--- src/common/pdog_pkg.sv ---
package pdog_pkg;

  // ***************************************************************
  // Widths
  // ***************************************************************
  localparam int DEV_W = 32;               // Deviation counter width
  localparam int LIM_W = 30;               // Limit register width
  localparam int PCT_W = 7;                // Percentage width
  localparam int SPD_W = 14;               // Speed cap width
  localparam int EV_N  = 5;                // Number of events

  // ***************************************************************
  // Ranges and reset values
  // ***************************************************************
  localparam logic [LIM_W-1:0] LIM_MIN = 30'h0000_0001;
  localparam logic [LIM_W-1:0] LIM_MAX = 30'h3fff_ffff;
  localparam logic [LIM_W-1:0] LIM_RST = 30'h0050_0000;
  localparam logic [PCT_W-1:0] PCT_MIN = 7'h0a;
  localparam logic [PCT_W-1:0] PCT_MAX = 7'h64;
  localparam logic [PCT_W-1:0] PCT_RST = 7'h64;
  localparam logic [PCT_W-1:0] PCT_ONE = 7'h64;   // Hundred percent scale
  localparam logic [SPD_W-1:0] SPD_MIN = 14'h0000;
  localparam logic [SPD_W-1:0] SPD_MAX = 14'h2710;
  localparam logic [SPD_W-1:0] SPD_RST = 14'h2710;

  // ***************************************************************
  // Register offsets
  // ***************************************************************
  localparam logic [11:0] OFS_CTRL     = 12'h000;
  localparam logic [11:0] OFS_ALM_LIM  = 12'h004;
  localparam logic [11:0] OFS_WARN_PCT = 12'h008;
  localparam logic [11:0] OFS_SON_LIM  = 12'h00c;
  localparam logic [11:0] OFS_SON_PCT  = 12'h010;
  localparam logic [11:0] OFS_SON_CAP  = 12'h014;
  localparam logic [11:0] OFS_ALT_CAP  = 12'h018;
  localparam logic [11:0] OFS_STATUS   = 12'h01c;
  localparam logic [11:0] OFS_IRQ_EN   = 12'h020;
  localparam logic [11:0] OFS_IRQ_CLR  = 12'h024;
  localparam logic [11:0] OFS_DEV      = 12'h028;
  localparam logic [11:0] OFS_STATE    = 12'h02c;

  // ***************************************************************
  // Field positions
  // ***************************************************************
  localparam int CTRL_ALT_BIT = 0;         // Select alternate speed cap
  localparam int EV_DEV_ALM   = 0;         // Deviation overflow alarm
  localparam int EV_DEV_WARN  = 1;         // Deviation overflow warning
  localparam int EV_SON_ALM   = 2;         // Servo-on overflow alarm
  localparam int EV_CAP_ALM   = 3;         // Speed-capped overflow alarm
  localparam int EV_SON_WARN  = 4;         // Servo-on overflow warning
  localparam logic [EV_N-1:0] ALM_MASK = 5'h0d;

  // Servo phase, Gray coded along off, capped, on
  typedef enum logic [1:0] {
    ST_OFF    = 2'b00,
    ST_CAPPED = 2'b01,
    ST_ON     = 2'b11
  } pdog_state_t;

  // Position increments from the loop
  typedef struct packed {
    logic                    ref_valid;
    logic signed [DEV_W-1:0] ref_delta;
    logic                    fb_valid;
    logic signed [DEV_W-1:0] fb_delta;
  } pdog_motion_t;

  // Commands toward the drive stage
  typedef struct packed {
    logic             motor_stop;
    logic             cap_active;
    logic [SPD_W-1:0] cap_speed;
  } pdog_drive_t;

endpackage : pdog_pkg

--- src/hw/pdog_thresh.sv ---
`timescale 1ns/1ps
module pdog_thresh
  import pdog_pkg::*;
(
  input  wire logic             pclk,
  input  wire logic             presetn,
  input  wire logic [DEV_W-1:0] mag,        // Deviation magnitude
  input  wire logic [LIM_W-1:0] limit,      // Alarm limit
  input  wire logic [PCT_W-1:0] pct,        // Warning percentage
  output logic                  over_lim_r, // Magnitude above limit
  output logic                  over_warn_r // Above limit*pct/100
);

  // ***************************************************************
  // Compare
  // ***************************************************************
  localparam int PW = DEV_W + PCT_W + 1;    // Product width, no overflow

  logic [PW-1:0] lhs;                       // Magnitude times hundred
  logic [PW-1:0] rhs;                       // Limit times percentage
  logic          over_lim_nxt;
  logic          over_warn_nxt;

  // Cross-multiplied so no divider is needed and no rounding creeps in
  always_comb begin
    lhs           = PW'(mag) * PW'(PCT_ONE);
    rhs           = PW'(limit) * PW'(pct);
    over_lim_nxt  = mag > DEV_W'(limit);
    over_warn_nxt = lhs > rhs;
  end

  // Flags registered to cut the multiplier path
  always_ff @(posedge pclk or negedge presetn) begin
    if (!presetn) begin
      over_lim_r  <= 1'b0;
      over_warn_r <= 1'b0;
    end else begin
      over_lim_r  <= over_lim_nxt;
      over_warn_r <= over_warn_nxt;
    end
  end
endmodule : pdog_thresh

--- src/hw/pdog_irq.sv ---
`timescale 1ns/1ps
module pdog_irq
  import pdog_pkg::*;
(
  input  wire logic            pclk,
  input  wire logic            presetn,
  input  wire logic [EV_N-1:0] evt,       // Event pulses
  input  wire logic            en_we,     // Enable register write
  input  wire logic            clr_we,    // Clear register write
  input  wire logic [EV_N-1:0] wdata,     // Write data
  output logic      [EV_N-1:0] status_r,  // Sticky status
  output logic      [EV_N-1:0] en_r,      // Interrupt enables
  output logic                 irq        // Level interrupt
);

  // ***************************************************************
  // Sticky status
  // ***************************************************************
  logic [EV_N-1:0] status_nxt;
  logic [EV_N-1:0] en_nxt;

  // Set wins over a clear in the same cycle so no event is lost
  always_comb begin
    status_nxt = (status_r & ~(clr_we ? wdata : '0)) | evt;
    en_nxt     = en_we ? wdata : en_r;
  end

  always_ff @(posedge pclk or negedge presetn) begin
    if (!presetn) begin
      status_r <= '0;
      en_r     <= '0;
    end else begin
      status_r <= status_nxt;
      en_r     <= en_nxt;
    end
  end

  assign irq = |(status_r & en_r);

endmodule : pdog_irq

--- src/hw/pdog_guard.sv ---
`timescale 1ns/1ps
module pdog_guard
  import pdog_pkg::*;
(
  input  wire logic         pclk,
  input  wire logic         presetn,
  input  wire logic         psel,
  input  wire logic         penable,
  input  wire logic         pwrite,
  input  wire logic [11:0]  paddr,
  input  wire logic [31:0]  pwdata,
  output logic      [31:0]  prdata,
  output logic              pready,
  output logic              pslverr,
  input  wire logic         pos_mode,
  input  wire logic         servo_on_req,
  input  wire pdog_motion_t motion,
  output pdog_drive_t       drive,
  output logic              irq
);

  // ***************************************************************
  // Elaboration check
  // ***************************************************************
  if (DEV_W < LIM_W + 2) begin : g_chk
    $error("deviation counter too narrow for the limits");
  end

  // ***************************************************************
  // Register file
  // ***************************************************************
  logic             alt_sel_r, alt_sel_nxt;             // Alternate cap select
  logic [LIM_W-1:0] alm_lim_r, alm_lim_nxt;             // Alarm limit
  logic [PCT_W-1:0] warn_pct_r, warn_pct_nxt;           // Warning percent
  logic [LIM_W-1:0] son_lim_r, son_lim_nxt;             // Servo-on limit
  logic [PCT_W-1:0] son_pct_r, son_pct_nxt;             // Servo-on percent
  logic [SPD_W-1:0] son_cap_r, son_cap_nxt;             // Speed cap
  logic [SPD_W-1:0] alt_cap_r, alt_cap_nxt;             // Alternate speed cap
  logic [31:0]      prdata_nxt;
  logic             pslverr_nxt;
  logic             wr, rd;                             // Access strobes
  logic [EV_N-1:0]  status;                             // Sticky events
  logic [EV_N-1:0]  irq_en;                             // Interrupt enables

  // Range test shared by every limit write
  function automatic logic in_rng(input logic [31:0] v, input logic [31:0] lo,
                                  input logic [31:0] hi);
    in_rng = (v >= lo) && (v <= hi);
  endfunction : in_rng

  // Known offset test used for reads and writes
  function automatic logic mapped(input logic [11:0] a);
    case (a)
      OFS_CTRL, OFS_ALM_LIM, OFS_WARN_PCT, OFS_SON_LIM, OFS_SON_PCT,
      OFS_SON_CAP, OFS_ALT_CAP, OFS_STATUS, OFS_IRQ_EN, OFS_IRQ_CLR,
      OFS_DEV, OFS_STATE: mapped = 1'b1;
      default:            mapped = 1'b0;
    endcase
  endfunction : mapped

  // Zero wait states; read data is latched in the setup cycle
  assign pready = 1'b1;
  assign wr     = psel && penable && pwrite;
  assign rd     = psel && !penable && !pwrite;

  logic signed [DEV_W-1:0] dev_r, dev_nxt;              // Deviation counter
  pdog_state_t             st_r, st_nxt;                // Servo phase

  // Register writes; out-of-range values are dropped, keeping the old one
  always_comb begin
    alt_sel_nxt  = alt_sel_r;
    alm_lim_nxt  = alm_lim_r;
    warn_pct_nxt = warn_pct_r;
    son_lim_nxt  = son_lim_r;
    son_pct_nxt  = son_pct_r;
    son_cap_nxt  = son_cap_r;
    alt_cap_nxt  = alt_cap_r;
    if (wr) begin
      case (paddr)
        OFS_CTRL:     alt_sel_nxt = pwdata[CTRL_ALT_BIT];
        OFS_ALM_LIM:  if (in_rng(pwdata, 32'(LIM_MIN), 32'(LIM_MAX))) begin
          alm_lim_nxt = pwdata[LIM_W-1:0];
        end
        OFS_WARN_PCT: if (in_rng(pwdata, 32'(PCT_MIN), 32'(PCT_MAX))) begin
          warn_pct_nxt = pwdata[PCT_W-1:0];
        end
        OFS_SON_LIM:  if (in_rng(pwdata, 32'(LIM_MIN), 32'(LIM_MAX))) begin
          son_lim_nxt = pwdata[LIM_W-1:0];
        end
        OFS_SON_PCT:  if (in_rng(pwdata, 32'(PCT_MIN), 32'(PCT_MAX))) begin
          son_pct_nxt = pwdata[PCT_W-1:0];
        end
        OFS_SON_CAP:  if (in_rng(pwdata, 32'(SPD_MIN), 32'(SPD_MAX))) begin
          son_cap_nxt = pwdata[SPD_W-1:0];
        end
        OFS_ALT_CAP:  if (in_rng(pwdata, 32'(SPD_MIN), 32'(SPD_MAX))) begin
          alt_cap_nxt = pwdata[SPD_W-1:0];
        end
        default: ;
      endcase
    end
  end

  // Read mux, error flag for unmapped offsets
  always_comb begin
    prdata_nxt  = prdata;
    pslverr_nxt = 1'b0;
    if (rd) begin
      case (paddr)
        OFS_CTRL:     prdata_nxt = 32'(alt_sel_r);
        OFS_ALM_LIM:  prdata_nxt = 32'(alm_lim_r);
        OFS_WARN_PCT: prdata_nxt = 32'(warn_pct_r);
        OFS_SON_LIM:  prdata_nxt = 32'(son_lim_r);
        OFS_SON_PCT:  prdata_nxt = 32'(son_pct_r);
        OFS_SON_CAP:  prdata_nxt = 32'(son_cap_r);
        OFS_ALT_CAP:  prdata_nxt = 32'(alt_cap_r);
        OFS_STATUS:   prdata_nxt = 32'(status);
        OFS_IRQ_EN:   prdata_nxt = 32'(irq_en);
        OFS_DEV:      prdata_nxt = dev_r;
        OFS_STATE:    prdata_nxt = 32'(st_r);
        default:      prdata_nxt = '0;
      endcase
    end
    if (psel && !penable) begin
      pslverr_nxt = !mapped(paddr);
    end else if (psel) begin
      pslverr_nxt = pslverr;
    end
  end

  always_ff @(posedge pclk or negedge presetn) begin
    if (!presetn) begin
      alt_sel_r  <= 1'b0;
      alm_lim_r  <= LIM_RST;
      warn_pct_r <= PCT_RST;
      son_lim_r  <= LIM_RST;
      son_pct_r  <= PCT_RST;
      son_cap_r  <= SPD_RST;
      alt_cap_r  <= SPD_RST;
      prdata     <= '0;
      pslverr    <= 1'b0;
    end else begin
      alt_sel_r  <= alt_sel_nxt;
      alm_lim_r  <= alm_lim_nxt;
      warn_pct_r <= warn_pct_nxt;
      son_lim_r  <= son_lim_nxt;
      son_pct_r  <= son_pct_nxt;
      son_cap_r  <= son_cap_nxt;
      alt_cap_r  <= alt_cap_nxt;
      prdata     <= prdata_nxt;
      pslverr    <= pslverr_nxt;
    end
  end

  // ***************************************************************
  // Deviation counter and limit checks
  // ***************************************************************
  logic [DEV_W-1:0] mag;                                // Deviation magnitude
  logic             over_lim, over_warn;                // Running limits
  logic             son_over_lim, son_over_warn;        // Servo-on limits

  // Counter wraps silently; limits stay far below its range
  always_comb begin
    dev_nxt = dev_r;
    if (motion.ref_valid) begin
      dev_nxt = dev_nxt + motion.ref_delta;
    end
    if (motion.fb_valid) begin
      dev_nxt = dev_nxt - motion.fb_delta;
    end
    mag = dev_r[DEV_W-1] ? DEV_W'(-dev_r) : DEV_W'(dev_r);
  end

  pdog_thresh u_run (
    .pclk        (pclk),
    .presetn     (presetn),
    .mag         (mag),
    .limit       (alm_lim_r),
    .pct         (warn_pct_r),
    .over_lim_r  (over_lim),
    .over_warn_r (over_warn)
  );

  pdog_thresh u_son (
    .pclk        (pclk),
    .presetn     (presetn),
    .mag         (mag),
    .limit       (son_lim_r),
    .pct         (son_pct_r),
    .over_lim_r  (son_over_lim),
    .over_warn_r (son_over_warn)
  );

  // ***************************************************************
  // Servo phase and events
  // ***************************************************************
  logic            son_q_r;                             // Last servo-on request
  logic            son_edge;                            // Servo-on rising edge
  logic            alm_any;                             // Any alarm pending
  logic [EV_N-1:0] evt;                                 // Event pulses
  logic            ref_seen_r, ref_seen_nxt;            // Reference in capped phase
  pdog_drive_t     drive_nxt;

  // Events only fire in position control mode; the capped alarm keys on a
  // remembered reference, since the flags trail a single reference pulse
  always_comb begin
    son_edge = servo_on_req && !son_q_r;
    alm_any  = |(status & ALM_MASK);
    evt      = '0;
    if (pos_mode) begin
      evt[EV_DEV_ALM]  = (st_r == ST_ON) && over_lim;
      evt[EV_DEV_WARN] = (st_r != ST_OFF) && over_warn;
      evt[EV_SON_ALM]  = (st_r == ST_OFF) && son_edge && son_over_lim;
      evt[EV_SON_WARN] = (st_r == ST_OFF) && son_edge && son_over_warn;
      evt[EV_CAP_ALM]  = (st_r == ST_CAPPED) && ref_seen_r && over_lim;
    end
  end

  // Phase: an alarm or servo-off drops to off; in position mode leftover deviation caps speed
  always_comb begin
    // Cleared on leaving the capped phase so no stale reference is replayed
    ref_seen_nxt = (st_r == ST_CAPPED) && (ref_seen_r || motion.ref_valid);
    st_nxt = st_r;
    case (st_r)
      ST_OFF: begin
        if (!pos_mode && servo_on_req) begin
          st_nxt = ST_ON;
        end else if (son_edge && !son_over_lim && !alm_any) begin
          st_nxt = (dev_r != '0) ? ST_CAPPED : ST_ON;
        end
      end
      ST_CAPPED: begin
        if (dev_r == '0) begin
          st_nxt = ST_ON;
        end
      end
      ST_ON: ;
      default: st_nxt = ST_OFF;
    endcase
    if (!servo_on_req || (pos_mode && |(evt & ALM_MASK))) begin
      st_nxt = ST_OFF;
    end
  end

  // Drive commands registered from phase and alarm state
  always_comb begin
    drive_nxt.motor_stop = alm_any || |(evt & ALM_MASK);
    drive_nxt.cap_active = (st_r == ST_CAPPED);
    drive_nxt.cap_speed  = alt_sel_r ? alt_cap_r : son_cap_r;
  end

  always_ff @(posedge pclk or negedge presetn) begin
    if (!presetn) begin
      dev_r   <= '0;
      st_r    <= ST_OFF;
      son_q_r <= 1'b0;
      ref_seen_r <= 1'b0;
      drive   <= '{motor_stop: 1'b0, cap_active: 1'b0, cap_speed: SPD_RST};
    end else begin
      dev_r   <= dev_nxt;
      st_r    <= st_nxt;
      son_q_r <= servo_on_req;
      ref_seen_r <= ref_seen_nxt;
      drive   <= drive_nxt;
    end
  end

  pdog_irq u_irq (
    .pclk     (pclk),
    .presetn  (presetn),
    .evt      (evt),
    .en_we    (wr && (paddr == OFS_IRQ_EN)),
    .clr_we   (wr && (paddr == OFS_IRQ_CLR)),
    .wdata    (pwdata[EV_N-1:0]),
    .status_r (status),
    .en_r     (irq_en),
    .irq      (irq)
  );
endmodule : pdog_guard

--- config.mk ---
export PLATFORM = sky130hd
export DESIGN_NAME = pdog_guard
export DESIGN_NICKNAME = d
export VERILOG_FILES = /design/src/common/pdog_pkg.sv /design/src/hw/pdog_thresh.sv /design/src/hw/pdog_irq.sv /design/src/hw/pdog_guard.sv
export SDC_FILE = /design/constraint.sdc
export NUM_CORES = 2
export LEC_CHECK = 0
export BUFFER_PORTS_ARGS = -buffer_cell sky130_fd_sc_hd__buf_4
export CAP_MARGIN = 40
export CORE_ASPECT_RATIO = 0.8
export CORE_MARGIN = 2
export CORE_UTILIZATION = 60
export CTS_BUF_LIST = sky130_fd_sc_hd__clkbuf_16
export DETAILED_ROUTE_END_ITERATION = 8
export PLACE_DENSITY = 0.78
export SLEW_MARGIN = 30
export SYNTH_ARGS = -nofsm -noshare
export SYNTH_HDL_FRONTEND = slang
export SYNTH_SLANG_ARGS = --single-unit
--- constraint.sdc ---
create_clock -name pclk -period 8.2 [get_ports pclk]
set_input_delay 1.23 -clock pclk [delete_from_list [all_inputs] [get_ports pclk]]
set_output_delay 1.23 -clock pclk [all_outputs]
set_load 0.02 [all_outputs]
* Yosys cells after proc, flatten, opt, wreduce, memory -nomap -nowiden
Cells that the tools add are included.
** Word-level totals
- Word-level logic and storage cells :: 126
- Input bits :: 117
- Register bits :: 202
** Cells by class
- $mul :: 3
- Equality and inequality tests :: 17
- Add/subtract/negate cells :: 3
- $lt $le $gt $ge :: 10
- Bitwise operators :: 4
- Reductions and logical operators :: 50
- Mux-type cells :: 17
** Operator list (count)
- $pmux W32 S11 :: 1
- $mux W32 :: 3
- $gt A39 B37 Y1 :: 2
- $mul A30 B7 Y37 :: 2
- $ge A32 B1 Y1 const B :: 2
- $gt A32 B30 Y1 :: 2
- $eq A12 B5 Y1 const B :: 4
- $eq A12 B6 Y1 const B :: 4
- $mul A32 B5 Y37 const B :: 1
- $add A32 B32 Y32 :: 1
- $ge A32 B4 Y1 const B :: 1
- $le A32 B14 Y1 const B :: 1
- $le A32 B30 Y1 const B :: 1
- $le A32 B7 Y1 const B :: 1
- $logic_not A32 Y1 :: 1
- $neg A32 Y32 :: 1
- $reduce_bool A32 Y1 :: 1
- $sub A32 B32 Y32 :: 1
- $eq A12 B4 Y1 const B :: 2
- $logic_and A1 B1 Y1 :: 22
- $reduce_and A3 Y1 :: 7
- $mux W14 :: 1
- $eq A12 B3 Y1 const B :: 1
- $logic_not A12 Y1 :: 1
- other kinds (20) :: 40

* Depth between registers and ports, before layout
- Depth after elaboration :: 10
- Depth in mapped cells :: 32
- Depth with buffers taken out :: 32

* By module
A second synthesis with hierarchy kept.
** Second synthesis, totals
- Cells, all modules :: 4105
- Area, all modules :: 35881.9 µm²
** Modules (own cells, without submodules)
- pdog_guard :: instances 1, area each 12281.8 µm², seq. area each 4735.8 µm², cells each 1275
- pdog_thresh (u_run) :: instances 1, area each 11636.2 µm², seq. area each 50.0 µm², cells each 1405
- pdog_thresh (u_son) :: instances 1, area each 11579.9 µm², seq. area each 50.0 µm², cells each 1397
- pdog_irq :: instances 1, area each 384.1 µm², seq. area each 250.2 µm², cells each 28

* Least setup slack after synthesis
Ideal clock, no wire load.
- Kind :: register -> register
- Start point :: reg son_pct_r[5]
- End point :: reg u_son.over_warn_r
- Stages on the path, launching flop included :: 31
- Data arrival time :: 6.395 ns
- Path buffers :: 1
- Slack :: 1.675 ns
- Library setup time :: 0.130 ns
- Path through :: dfstp_2 clkbuf_1 and2_1 fa_1 fa_1 fa_1 inv_1 fa_1 inv_1 ha_1 or3_1 o21ai_0 a31oi_1 a21o_1 a31oi_2 o21bai_1 a21o_1 a21o_1 a211o_1 nand2_1 ha_1 a21o_1 a21o_1 a21oi_1 nor2b_1 o21ai_0 nand2b_1 a21oi_1 o221ai_1 o211ai_1 nand3_1
** Between the ends
- Cells in the longest elaborated chain, start to end :: 2
** Ends and longest elaborated chain
- start, declared :: line pdog_guard.sv:36 : logic [PCT_W-1:0] son_pct_r, son_pct_nxt;
- start signal, assigned :: line pdog_guard.sv:147 : son_pct_r <= son_pct_nxt;
- $mul A30 B7 Y37 :: line pdog_thresh.sv:27 : rhs = PW'(limit) * PW'(pct);
- $gt A39 B37 Y1 :: line pdog_thresh.sv:29 : over_warn_nxt = lhs > rhs;
- named net u_son.over_warn_nxt :: line pdog_thresh.sv:22 : logic over_warn_nxt;
- end signal, assigned :: line pdog_thresh.sv:39 : over_warn_r <= over_warn_nxt;
- end, declared :: line pdog_thresh.sv:11 : output logic over_warn_r
The timed path passes the listed nets, and every way through them passes these cells.
A chain may end at the register's enable or synchronous reset.

* Worst setup path after layout
- Start point :: reg warn_pct_r[3]
- End point :: reg u_run.over_warn_r
** Between the ends
- Cells in the longest elaborated chain, start to end :: 2
** Ends and longest elaborated chain
- start, declared :: line pdog_guard.sv:34 : logic [PCT_W-1:0] warn_pct_r, warn_pct_nxt;
- start signal, assigned :: line pdog_guard.sv:145 : warn_pct_r <= warn_pct_nxt;
- $mul A30 B7 Y37 :: line pdog_thresh.sv:27
- $gt A39 B37 Y1 :: line pdog_thresh.sv:29
- named net u_run.over_warn_nxt :: line pdog_thresh.sv:22
- end signal, assigned :: line pdog_thresh.sv:39
- end, declared :: line pdog_thresh.sv:11
The timed path passes the listed nets, and every way through them passes these cells.

==> out/results.txt <==
After layout, the minimum clock period comes to 7.68 ns. Count of flip-flops with a built-in enable after synthesis: 0. The share of the clock period used by the worst path is 93.7%, and the transition at the pin with the smallest max-transition slack is 0.898 ns. The area of the placeable core was 52500 um^2; the cell count after synthesis was 3619.

Data on the critical path arrives at its endpoint at 8.18 ns. The primary flip-flop cell chosen by synthesis mapping was dfrtp_1. The critical path launch point type was a flop. The max-slew violation count was 0. The worst hold path belongs to the class reg2reg. The full die area is 55000 um^2, and the number of DRC markers after the initial detailed-route iteration is 2947. For this design, the CTS-stage hold fixing added 0 buffers. After clock tree synthesis, the clock-pin slew on the worst setup and hold paths is 0.07 ns. The run gives 75.8 mm as the estimated wirelength of the detail-placed design. For this run, the register share of the synthesized area comes to 15.9%. After floorplanning, the core was divided into 75 placement rows.

The count of H-tree levels built during CTS came out at 1. The worst setup path is of the reg2reg kind. The highest cell delay on the worst timing path is 0.91 ns. Maximum number of pins on one net before global-route repair: 97.

A synthesized cell averages 8.81 um^2. Setup violations remaining at the end of the flow were counted as 0. The worst slew margin relative to its limit came out at 39.7%. The cell that appears most often on the critical path is fa_1. The floorplan step set the die height to 210 um. The tool flagged a number of max-cap violations equal to 0. The number of antenna violations at the first check in global routing is 1. The final layout contains routed wiring with a total length of 95.7 mm.

The worst register-to-register path ends at u_run.over_warn_r$_DFF_PN0_. The run gives 0 as the total grt overflow. In this run the critical register-to-register path is launched from warn_pct_r[3]$_DFFE_PN0P_. For the number of library cell types mapped by synthesis, the log shows 94. Setup repair after global routing left no endpoint under its margin.

Dividing the detail-routed wire length by the instance count gives 21.5 um. By instance count, the leading cell after synthesis is inv_1. Across the routed clock network, the largest skew measured is 0.0329 ns. The starting utilization of the core area was 60.8%. The pre-antenna-repair detailed-routing pass consisted of 6 iterations. The fraction of post-synthesis cell area in the top cell type by area is 19.3%. The cell depth of the worst min-delay path is 1. The number of setup buffers added after CTS is 0. The count of nets left with antenna violations once routing finished came out at 0.

TritonCTS built the clock tree. The startpoint of the worst hold path was prdata[6]$_DFFE_PN0P_. The first global-routing pass estimated 152 mm of wire. Worst setup slack for register-to-register paths: 0.52 ns. Yosys attributes the largest share of cell area to fa_1 19%, ha_1 16%, dfrtp_1 14%, and2_1 6.4%, inv_1 6.1%. The worst reg-to-reg path cell count works out to 26. Ranked by instance count, the synthesized netlist is headed by 519 x inv_1, 405 x ha_1, 325 x and2_1, 307 x fa_1, 304 x nand2_1. Derived from the worst setup path, the maximum achievable clock frequency is 130 MHz. At the worst endpoint, the required time is 8.70 ns.

The maximum fanout along the worst path came out at 21. The synthesized design contains 202 register bits. The clock passes through at most 3 buffers.

The buffer cell driving the clock tree root is clkbuf_16. For the via count of the first global-routing pass, the log shows 26900. The congestion estimate from routability-driven global placement came to 1.02. The post-synth design cell area came out at 31900 um^2. The routed layout has 27200 vias. The run gives 4448 as the net count after synthesis. The I/O pin total came out at 168. The total number of nets in the final design came out at 4564.

The final count of hold timing violations was 0; the count of unresolved DRC violations after routing was 0. The clock sink count is 202. The path with the worst hold slack has its endpoint at prdata[6]$_DFFE_PN0P_. The repair_antennas step left the layout with diodes totalling 0. Overall die width: 262 um. The run finished with clean final reports. The slowest stage of the critical path belongs to the cell dfrtp_1. Counting the fill cells in the layout gives 4256.

Adding up every negative setup slack in the final design gives 0 ns. The synthesized design spends more area on one cell type than any other, namely fa_1. The count of input and output buffers was 166; the total routing usage reported by global routing was 35.5%. Clock network latency to the later pin of the worst-skew pair: 0.59 ns. Counting buffers and inverters, the worst setup path is 26 cells deep. The critical path endpoint category is a flop.

The post-route netlist has 11.6% of its cells at a drive strength greater than 1. The clock buffer count from CTS is 25. The number of buffers and inverters on the critical path was 3. In this design, the largest share of critical-path delay is due to adder cells. Compared with the post-synthesis result, the final layout area differs by 9.18%. The post-synthesis async set-or-reset flop share is 100%, and the average vias per placed instance is 6.12.

The synthesis warning total was 0.
-- sequential cells by signal, indices dropped and copies added (netlist names), 2 cells and up --
signal / flops
dev_r: 32
prdata: 32
alm_lim_r: 30
son_lim_r: 30
drive: 16
alt_cap_r: 14
son_cap_r: 14
son_pct_r: 7
warn_pct_r: 7
u_irq.en_r: 5
u_irq.status_r: 5
st_r: 2
-- logic make-up after synthesis --
family                   after synthesis  share of synthesized area (%)
flip-flops                           202                           15.9
AND/OR/NAND/NOR                     1020                           16.8
multiplexers                         112                           3.95
XOR/XNOR                             168                           4.61
buffers and inverters                643                           7.58
other                                  1                         0.0118
adder cells (fa/ha/maj)              712                           35.2
AO/OA/AOI/OAI                        761                           15.9
-- layer usage --
metal / vias up / track usage (%) / wire length [um] / share of wire [%]
met5: - / 0 / 0 / 0
met4: 0 / 14.7 / 4750 / 5.0
met3: 239 / 7.78 / 10500 / 11
met2: 1367 / 51.6 / 39700 / 42
met1: 13100 / 51.2 / 40800 / 43
li1: 12500 / - / - / -
-- cell usage in the layout (no fill, tap or decap), types with 119 or more instances in the layout --
master and count:
inv_1 522, ha_1 405, and2_1 325, fa_1 307, nand2_1 303, buf_4 203
o21ai_0 181, a21oi_1 178, dfrtp_1 177, a21o_1 119
-- cell type report --
cell class	count	area, um^2	share of cell area, %
Multi-Input combinational cell	2774	24400	70.1
Sequential cell	202	5090	14.6
Inverter	519	1950	5.59
Timing Repair Buffer	213	1640	4.70
Tap cell	693	867	2.49
Clock buffer	25	626	1.80
Clock inverter	21	235	0.675
-- repair_timing --
| item | 4_1_cts | 5_1_grt |
|---|---|---|
| resized for setup | 0 | 1 |
| hold endpoints to repair | 0 | 0 |
| setup endpoints to repair | 0 | 1 |
-- worst reg2reg max path, delay by kind of cell (launching register included) --
family	cells	cell delay, ns
xor+xnor	1	0.10
flops	1	0.91
fa+ha+maj	6	2.63
buf+inv	3	0.26
compound gates	10	1.93
simple gates	6	1.76
-- worst max-delay path by stage --
stage | start | to
detailed placement | warn_pct_r[2]$_DFFE_PN1P_ | u_run.over_warn_r$_DFF_PN0_
global placement | son_pct_r[5]$_DFFE_PN1P_ | u_son.over_warn_r$_DFF_PN0_
global route | dev_r[4]$_DFF_PN0_ | u_run.over_warn_r$_DFF_PN0_
finish | warn_pct_r[3]$_DFFE_PN0P_ | u_run.over_warn_r$_DFF_PN0_
floorplan | son_pct_r[5]$_DFFE_PN1P_ | u_son.over_warn_r$_DFF_PN0_
CTS | warn_pct_r[4]$_DFFE_PN0P_ | u_run.over_warn_r$_DFF_PN0_
-- per-stage QoR --
step                hold slack, ns  cells  setup slack [ns]  instance area, um^2  util [%]
floorplan                    0.462   3619              1.67                31900         -
global placement             0.462   4392             0.776                33900      64.5
detailed placement           0.469   4396             0.703                33900      64.7
CTS                          0.485   4442             0.621                34800      66.3
global route                 0.498   4447            0.0722                34800      66.4
finish                       0.483   4447             0.515                34800      66.4
Power is not shown: default switching activity piles up to over one toggle a cycle in this logic, so the estimate is an artifact.
